**src/hw/tv_trig_pkg.sv**
```systemverilog
// Package of types and constants for the video line trigger and clamp control
package tv_trig_pkg;

  // ----------------------------------------------------------------
  // Reset values
  // ----------------------------------------------------------------
  localparam logic ARM_RESET_VALUE  = 1'b0;
  localparam logic TRIG_RESET_VALUE = 1'b0;

  // ----------------------------------------------------------------
  // Trigger state encoding
  // ----------------------------------------------------------------
  typedef enum logic [1:0] {
    TRIG_IDLE  = 2'b00,
    TRIG_ARMED = 2'b01,
    TRIG_FIRED = 2'b10
  } trig_state_t;

  // ----------------------------------------------------------------
  // Clamp control bundle toward the analog clamp
  // ----------------------------------------------------------------
  typedef struct packed {
    logic amp_normal_shunt;   // Shunt on offset amp for normal polarity
    logic amp_invert_shunt;   // Shunt on offset amp for inverted polarity
    logic buffer_input_gnd;   // Ground the offset buffer input
    logic offset_line_conn;   // Connect offset line to preamplifier
    logic bias_enable;        // Bias the selected amp (back porch only)
    logic extra_hold_cap;     // Add hold capacitance, slows loop
  } clamp_ctl_t;

  // Clamp off with both amps shunted and slow loop: 1,1,1,0,0,1
  localparam clamp_ctl_t CLAMP_RESET_VALUE = 6'h39;

endpackage : tv_trig_pkg

```
**src/hw/clamp_switch.sv**
```systemverilog
// Clamp switching decode: enable, invert select, loop speed and unlock override
`timescale 1ns/1ps
module clamp_switch
  import tv_trig_pkg::*;
(
  // Clock and reset
  input  wire logic       sys_clk,
  input  wire logic       resetn,
  // Control inputs
  input  wire logic       display_clamp_enable,
  input  wire logic       channel_invert,
  input  wire logic       clamp_loop_speed,
  input  wire logic       pll_unlock_clamp_off,
  input  wire logic       back_porch,
  // Clamp controls
  output clamp_ctl_t      clamp_ctl
);

  // ----------------------------------------------------------------
  // Combinational decode
  // ----------------------------------------------------------------
  logic       clamp_on;
  clamp_ctl_t clamp_next;

  // Unlock overrides enable so no stale offset reaches the preamp
  assign clamp_on = display_clamp_enable & ~pll_unlock_clamp_off;

  always_comb
  begin
    clamp_next = '0;
    // Both shunts on while off; otherwise shunt only the unselected amp
    clamp_next.amp_normal_shunt = ~clamp_on | channel_invert;
    clamp_next.amp_invert_shunt = ~clamp_on | ~channel_invert;
    clamp_next.buffer_input_gnd = ~clamp_on;
    clamp_next.offset_line_conn = clamp_on;
    clamp_next.bias_enable      = clamp_on & back_porch;
    // Low speed bit adds capacitance; processor picks the settings
    clamp_next.extra_hold_cap   = ~clamp_loop_speed;
  end

  // ----------------------------------------------------------------
  // Output register
  // ----------------------------------------------------------------
  // Reset leaves the clamp safely off with both amps shunted
  always_ff @(posedge sys_clk or negedge resetn)
  begin
    if (!resetn)
    begin
      clamp_ctl <= CLAMP_RESET_VALUE;
    end
    else
    begin
      clamp_ctl <= clamp_next;
    end
  end

endmodule : clamp_switch

```
**src/hw/tv_line_trigger_and_clamp_ctl.sv**
```systemverilog
// Video line trigger arming/firing logic and display clamp control top
`timescale 1ns/1ps

module tv_line_trigger_and_clamp_ctl
  import tv_trig_pkg::*;
(
  // Clock and reset
  input  wire logic       sys_clk,
  input  wire logic       resetn,
  // Trigger control bits
  input  wire logic       video_trigger_enable,
  input  wire logic       line_coupling_select,
  input  wire logic       field_one_select,
  input  wire logic       field_two_select,
  // Timing inputs
  input  wire logic       a_holdoff_active,
  input  wire logic       line_sync_clock,
  input  wire logic       field_one_count_n,
  input  wire logic       field_two_count_n,
  // Clamp control bits
  input  wire logic       display_clamp_enable,
  input  wire logic       channel_invert,
  input  wire logic       clamp_loop_speed,
  input  wire logic       pll_unlock_clamp_off,
  input  wire logic       back_porch,
  // Outputs
  output logic            video_trigger_out_n,
  output logic            armed,
  output clamp_ctl_t      clamp_ctl
);

  // ----------------------------------------------------------------
  // Edge detection on synchronous inputs
  // ----------------------------------------------------------------
  logic line_sync_reg;
  logic count_pulse_reg;
  logic count_pulse;
  logic line_sync_rise;
  logic count_rise;

  // Counter outputs go low at terminal count; select gates one field
  assign count_pulse = (field_one_select & ~field_one_count_n)
                     | (field_two_select & ~field_two_count_n);

  assign line_sync_rise = line_sync_clock & ~line_sync_reg;
  assign count_rise     = count_pulse & ~count_pulse_reg;

  // Previous samples for edge detection
  always_ff @(posedge sys_clk or negedge resetn)
  begin
    if (!resetn)
    begin
      line_sync_reg   <= 1'b0;
      count_pulse_reg <= 1'b0;
    end
    else
    begin
      line_sync_reg   <= line_sync_clock;
      count_pulse_reg <= count_pulse;
    end
  end

  // ----------------------------------------------------------------
  // Arm / trigger state machine
  // ----------------------------------------------------------------
  trig_state_t state_reg;
  trig_state_t state_next;

  // Holdoff acts as a level clear, so it wins over every other term
  always_comb
  begin
    state_next = state_reg;
    if (a_holdoff_active || !video_trigger_enable)
    begin
      state_next = TRIG_IDLE;
    end
    else
    begin
      case (state_reg)
        TRIG_IDLE:
        begin
          // Line coupling forces set once holdoff is low
          if (line_coupling_select)
          begin
            state_next = TRIG_ARMED;
          end
          else if (count_rise)
          begin
            state_next = TRIG_ARMED;
          end
        end
        TRIG_ARMED:
        begin
          if (line_sync_rise)
          begin
            state_next = TRIG_FIRED;
          end
        end
        TRIG_FIRED:
        begin
          // Stays fired until the next holdoff or a low video_trigger_enable clears it
          state_next = TRIG_FIRED;
        end
        default:
        begin
          state_next = TRIG_IDLE;
        end
      endcase
    end
  end

  // State register; reset leaves nothing pending
  always_ff @(posedge sys_clk or negedge resetn)
  begin
    if (!resetn)
    begin
      state_reg <= TRIG_IDLE;
    end
    else
    begin
      state_reg <= state_next;
    end
  end

  // ----------------------------------------------------------------
  // Registered outputs
  // ----------------------------------------------------------------
  // Output low only while fired; held high otherwise
  always_ff @(posedge sys_clk or negedge resetn)
  begin
    if (!resetn)
    begin
      video_trigger_out_n <= ~TRIG_RESET_VALUE;
      armed               <= ARM_RESET_VALUE;
    end
    else
    begin
      video_trigger_out_n <= (state_next != TRIG_FIRED);
      armed               <= (state_next != TRIG_IDLE);
    end
  end

  // ----------------------------------------------------------------
  // Clamp switching
  // ----------------------------------------------------------------
  clamp_switch clamp_switch_inst (
    .sys_clk              (sys_clk),
    .resetn               (resetn),
    .display_clamp_enable (display_clamp_enable),
    .channel_invert       (channel_invert),
    .clamp_loop_speed     (clamp_loop_speed),
    .pll_unlock_clamp_off (pll_unlock_clamp_off),
    .back_porch           (back_porch),
    .clamp_ctl            (clamp_ctl)
  );

endmodule : tv_line_trigger_and_clamp_ctl

```
**config.mk**
```make
export PLATFORM = sky130hd
export DESIGN_NAME = tv_line_trigger_and_clamp_ctl
export DESIGN_NICKNAME = d
export VERILOG_FILES = /design/src/hw/tv_trig_pkg.sv /design/src/hw/clamp_switch.sv /design/src/hw/tv_line_trigger_and_clamp_ctl.sv
export SDC_FILE = /design/constraint.sdc
export NUM_CORES = 1
export LEC_CHECK = 0
export ABC_CLOCK_PERIOD_IN_PS = 900
export BUFFER_PORTS_ARGS = -buffer_cell sky130_fd_sc_hd__buf_2
export CAP_MARGIN = 40
export CORE_AREA = 2 2 39 41
export DETAILED_ROUTE_END_ITERATION = 7
export DIE_AREA = 0 0 41 43
export PLACE_DENSITY = 0.59
export RECOVER_POWER = 100
export SLEW_MARGIN = 10
export SYNTH_ARGS = -nofsm -noshare
export SYNTH_HDL_FRONTEND = slang
export SYNTH_SLANG_ARGS = --single-unit
```
**constraint.sdc**
```tcl
create_clock -name sys_clk -period 0.9 [get_ports sys_clk]
set_input_delay 0 -clock sys_clk [delete_from_list [all_inputs] [get_ports sys_clk]]
set_output_delay 0 -clock sys_clk [all_outputs]
set_load 0.01 [all_outputs]
```
* Word-level counts from Yosys, hierarchy flattened
Index checks and enable logic that the tools add are counted.
** Word-level totals
- Register bits after elaboration :: 12
- Input bits :: 15
- Output and inout bits :: 8
- Logic and storage cells :: 40
** Operators by class
- Equality and inequality tests :: 3
- Mux-type cells :: 5
- Bitwise logic cells :: 17
- Reduce and logical (&&, ||, !) cells :: 4
** Operator list (number)
- two-way mux 2 bit :: 4
- NOT 1 bit :: 8
- bitwise AND 1 bit :: 6
- case mux 2 bit (3 select lines) :: 1
- OR 1 bit :: 3
- equality test 2 x 1 -> 1 bit (second input constant) :: 1
- equality test 2 bit (second input constant) :: 1
- zero test 2 bit :: 1
- inequality test 2 bit (second input constant) :: 1
- nonzero test 2 bit :: 1
- zero test 1 bit :: 1
- logical OR 1 bit :: 1

* Logic depth before layout (Yosys ltp)
- Depth in word-level cells :: 9
- Gate-level depth with buffers :: 3
- Gate-level depth less buffers :: 3

* By module
Synthesis repeated with hierarchy kept, for this count alone.
** Second synthesis, totals
- Cells, all modules :: 34
- Area, all modules :: 440.4 µm²
** Modules (own cells, without submodules)
- tv_line_trigger_and_clamp_ctl :: times used 1, cells each 22, area each 242.7 µm², sequential area each 151.4 µm²
- clamp_switch :: times used 1, cells each 12, area each 197.7 µm², sequential area each 155.1 µm²

* Least setup slack after synthesis
Ideal clock, no wire load.
- Path kind :: reg-to-reg
- From :: reg state_reg[0]
- To :: reg state_reg[1]
- Setup time :: 0.119 ns
- Arrival time :: 0.713 ns
- Required time :: 0.781 ns
- Slack :: 0.068 ns
- Stages on the path, launching flop included :: 4
- Path buffers :: 0
- Period minus slack after synthesis :: 0.832 ns
- Path through :: dfrtp_1 nand3b_1 mux2i_1 and2_1
** On the way
- Cells in the longest elaborated chain, start to end :: 3
- Elaborated cells between the ends (all ways) :: 5
- Those cells by class :: eq/ne (2); mux (2); reduce/logical (1)
** Ends and longest elaborated chain
- start: declaration :: line tv_line_trigger_and_clamp_ctl.sv:66 : trig_state_t state_reg;
- start signal: assignment :: line tv_line_trigger_and_clamp_ctl.sv:121 : state_reg <= state_next;
- equality test 2 bit, or another cell as far along :: line tv_line_trigger_and_clamp_ctl.sv:79 : case (state_reg)
- case mux 2 bit (3 select lines) (*) :: line tv_line_trigger_and_clamp_ctl.sv:79
- two-way mux 2 bit (*) :: line tv_line_trigger_and_clamp_ctl.sv:73 : if (a_holdoff_active || !video_trigger_enable)
- named net state_next[1] :: line tv_line_trigger_and_clamp_ctl.sv:67 : trig_state_t state_next;
Mark *: on every way through the listed nets, which the timed path passes. The rest lies on a longest branch.

* Worst setup path after layout
Ends and elaborated chain as after synthesis.

==> flow_summary_export.csv <==
group,metric,value,unit
routing,wl_per_cell,9.68,um
clocking,htreeDepth,1,
setup_path,critPathRequiredTime,1090,ps
global_routing,grt_max_degree,13,
timing,fin_crit,914,ps
placed_design,gp_congestion,0.680,
synth,synth_area_leaders,"dfrtp_1, dfstp_2, nand2_1, nand2b_1, nand3b_1",
timing,drv_slew,0,
timing,hold_viol_final,1,
synth,synth_common_cells,"dfrtp_1, dfstp_2, nand2_1",
hold_path,min_path_type,"in2reg",
global_routing,grt_pass1_wl,1.49,mm
pwr,vdd_drop_max,0.959,mV
clocking,clock_sinks,12,
timing,holdWs,-3.46,ps
layout,num-fill-cells,129,
synth,ys_seq_area_share,71.4,%
placed_design,io_buffers,22,
setup_path,cp-end-kind,"flip-flop",
floorplan,coreArea,0.00138,sq mm
floorplan,rows,14,
timing,setup_viol,1,
routing,via_per_inst,4.24,
status,outcome,"complete, but fails checks",
placed_design,place_area,559,sq um
pwr,clockPowerShare,31.4,%
synth,syn_inst,34,
floorplan,fp.dieH,43,um
pwr,intPower,0.000825,W
status,violations,"hold timing, setup timing",
timing,setup_tns,-13.7,ps
floorplan,dieArea,0.00176,sq mm
layout,design_area,714,sq um
timing,fin_crit_sh,102,%
floorplan,fp.dieW,41,um
pwr,leakage,0.341,nW
synth,synth_area,429,sq um
floorplan,start_util,31.0,%
clocking,numCtsBuffers,3,
layout,area_delta_synth_final,66.5,%
routing,first_iter_violations,1,
layout,nets,85,
timing,fin_skew,11.9,ps
routing,vias,360,
timing,fin_ws,-13.7,ps
synth,yosysTopAreaCellShare,40.8,%
synth,synth_seq_cells,12,
layout,final_util,51.6,%
global_routing,antenna_found_initial,0,
clocking,cts_tree,"done",
placed_design,dpl_worst_slack,6.62,ps
clocking,path_clk_slew,80,ps
synth,synth_edf_count,0,
clocking,clockBufferDepth,2,
synth,ys.flop_type,"dfrtp_1",
flow_run,max_cap_viol_count,0,
global_routing,overflow,0,
routing,firstDrtPassIters,2,
pwr,p_sw,0.000226,W
layout,antenna_cells,0,
global_routing,grt_usage,13.0,%
synth,yosys_warnings,0,
pwr,powerDensity,1470,mW/mm^2
timing,fmax,1090,MHz
timing,rsz0062_at_grt,"yes",
timing,worst_slew_pin_slew,610,ps
floorplan,ioPinCount,23,
synth,synth.most_common_cell,"dfrtp_1",
pwr,pwr-share-seq,55.2,%
routing,drc_errors,0,
synth,synth_async_sr_flop_share,100,%
setup_path,critPathKind,"reg2reg",
clocking,clock_latency,270,ps
pwr,swShare,21.5,%
pwr,combPwrFrac,13.4,%
synth,synth_top_cell_by_area,"dfrtp_1",
setup_path,cp_max_fo,5,
clocking,clock-root-buffer,"clkbuf_4",
setup_path,crit_path_start_kind,"flip-flop",
clocking,postCtsSetupRepairBufs,0,
layout,largest_register_ff_count,6,
routing,drtAntennaViolNets,0,
setup_path,arrival,1110,ps
synth,synthDistinctLibCells,14,
pwr,power,0.00105,W
routing,wl,823,um
synth,synth_nets,49,
timing,maxSlewHeadroom,59.3,%
synth,synth.avg_cell_area,12.6,sq um
global_routing,grt_pass1_vias,402,
layout,drive_gt1_share,40.6,%
power by group through the flow:
stage / combinational (W) / clock [W] / sequential (W)
final: 0.000141 / 0.000330 / 0.000580
after global routing: 0.000157 / 0.000374 / 0.000583
after CTS: 0.000142 / 0.000353 / 0.000580
after detailed placement: 0.0000984 / 0 / 0.000587
after global placement: 0.0000976 / 0 / 0.000586
after floorplan: 0.0000304 / 0 / 0.000596
final cells by class:
class	count	area, sq um	area share, %
inverter	2	7.51	1.05
clock buffer	4	26.3	3.68
timing repair buffer	31	225	31.5
sequential	12	307	42.9
tap	16	20.0	2.80
multi-input combinational	20	129	18.0
path summary, 6_finish.rpt:
check / startpoint / end / slack [ps] / cells after the start
setup / recovery: state_reg[0] / state_reg[1] / -10 / 3
hold / removal: field_two_count_n / count_pulse_reg / -3 / 3
setup reg to reg: state_reg[0] / state_reg[1] / -10 / 3
hold reg to reg: count_pulse_reg / state_reg[0] / 530 / 2
max in group asynchronous: resetn / state_reg[1] / 250 / 2
min in group asynchronous: resetn / armed / 240 / 2
through the flow:
stage,std cells,hold WS [ps]
final,85,-3.46
after global routing,85,1.27
after CTS,86,0.714
after detailed placement,72,-112
after global placement,72,-111
after floorplan,34,-296
logic make-up (layout without fill, tap and decap cells):
logic type      Yosys count  count (layout)  synth area share, %
mux                       1               1                 2.33
flops                    12              12                 71.4
compound gates            3               3                 4.08
buf+inv                   2              37                 1.75
simple gates             16              16                 20.4
metal layers:
| layer | up-vias | part of all wire [%] | wire, um | global-route usage, % |
|---|---|---|---|---|
| met5 | - | 0 | 0 | 0 |
| li1 | 178 | - | - | - |
| met3 | 2 | 9.1 | 75 | 6.28 |
| met4 | 0 | 0.61 | 5 | 6.00 |
| met2 | 16 | 48 | 396 | 20.0 |
| met1 | 164 | 42 | 344 | 14.2 |
layout by cell type, fill, tap and decap left out, drive strengths merged, types with 2 or more instances in the layout:
cell type	netlist	final
dlygate4sd3	0	9
and2	2	2
dfrtp	7	7
dfstp	5	5
nand2	5	5
inv	2	2
buf	0	17
a21oi	2	2
clkbuf	0	9
nand3b	2	2
nand2b	3	3
what timing repair did:
item	in CTS	in global routing
hold buffers	10	0
gates cloned	0	0
endpoints found under the hold margin	20	0
gates resized for setup	4	4
endpoints found under the setup margin	5	9
pin swaps	1	3
worst max-delay path, cell delays in order (launching register included):
cell	delay, ps
dfrtp_1	410
nand3b_1	120
mux2i_1	160
and2_1	150
(Power assumes the default switching activity.)
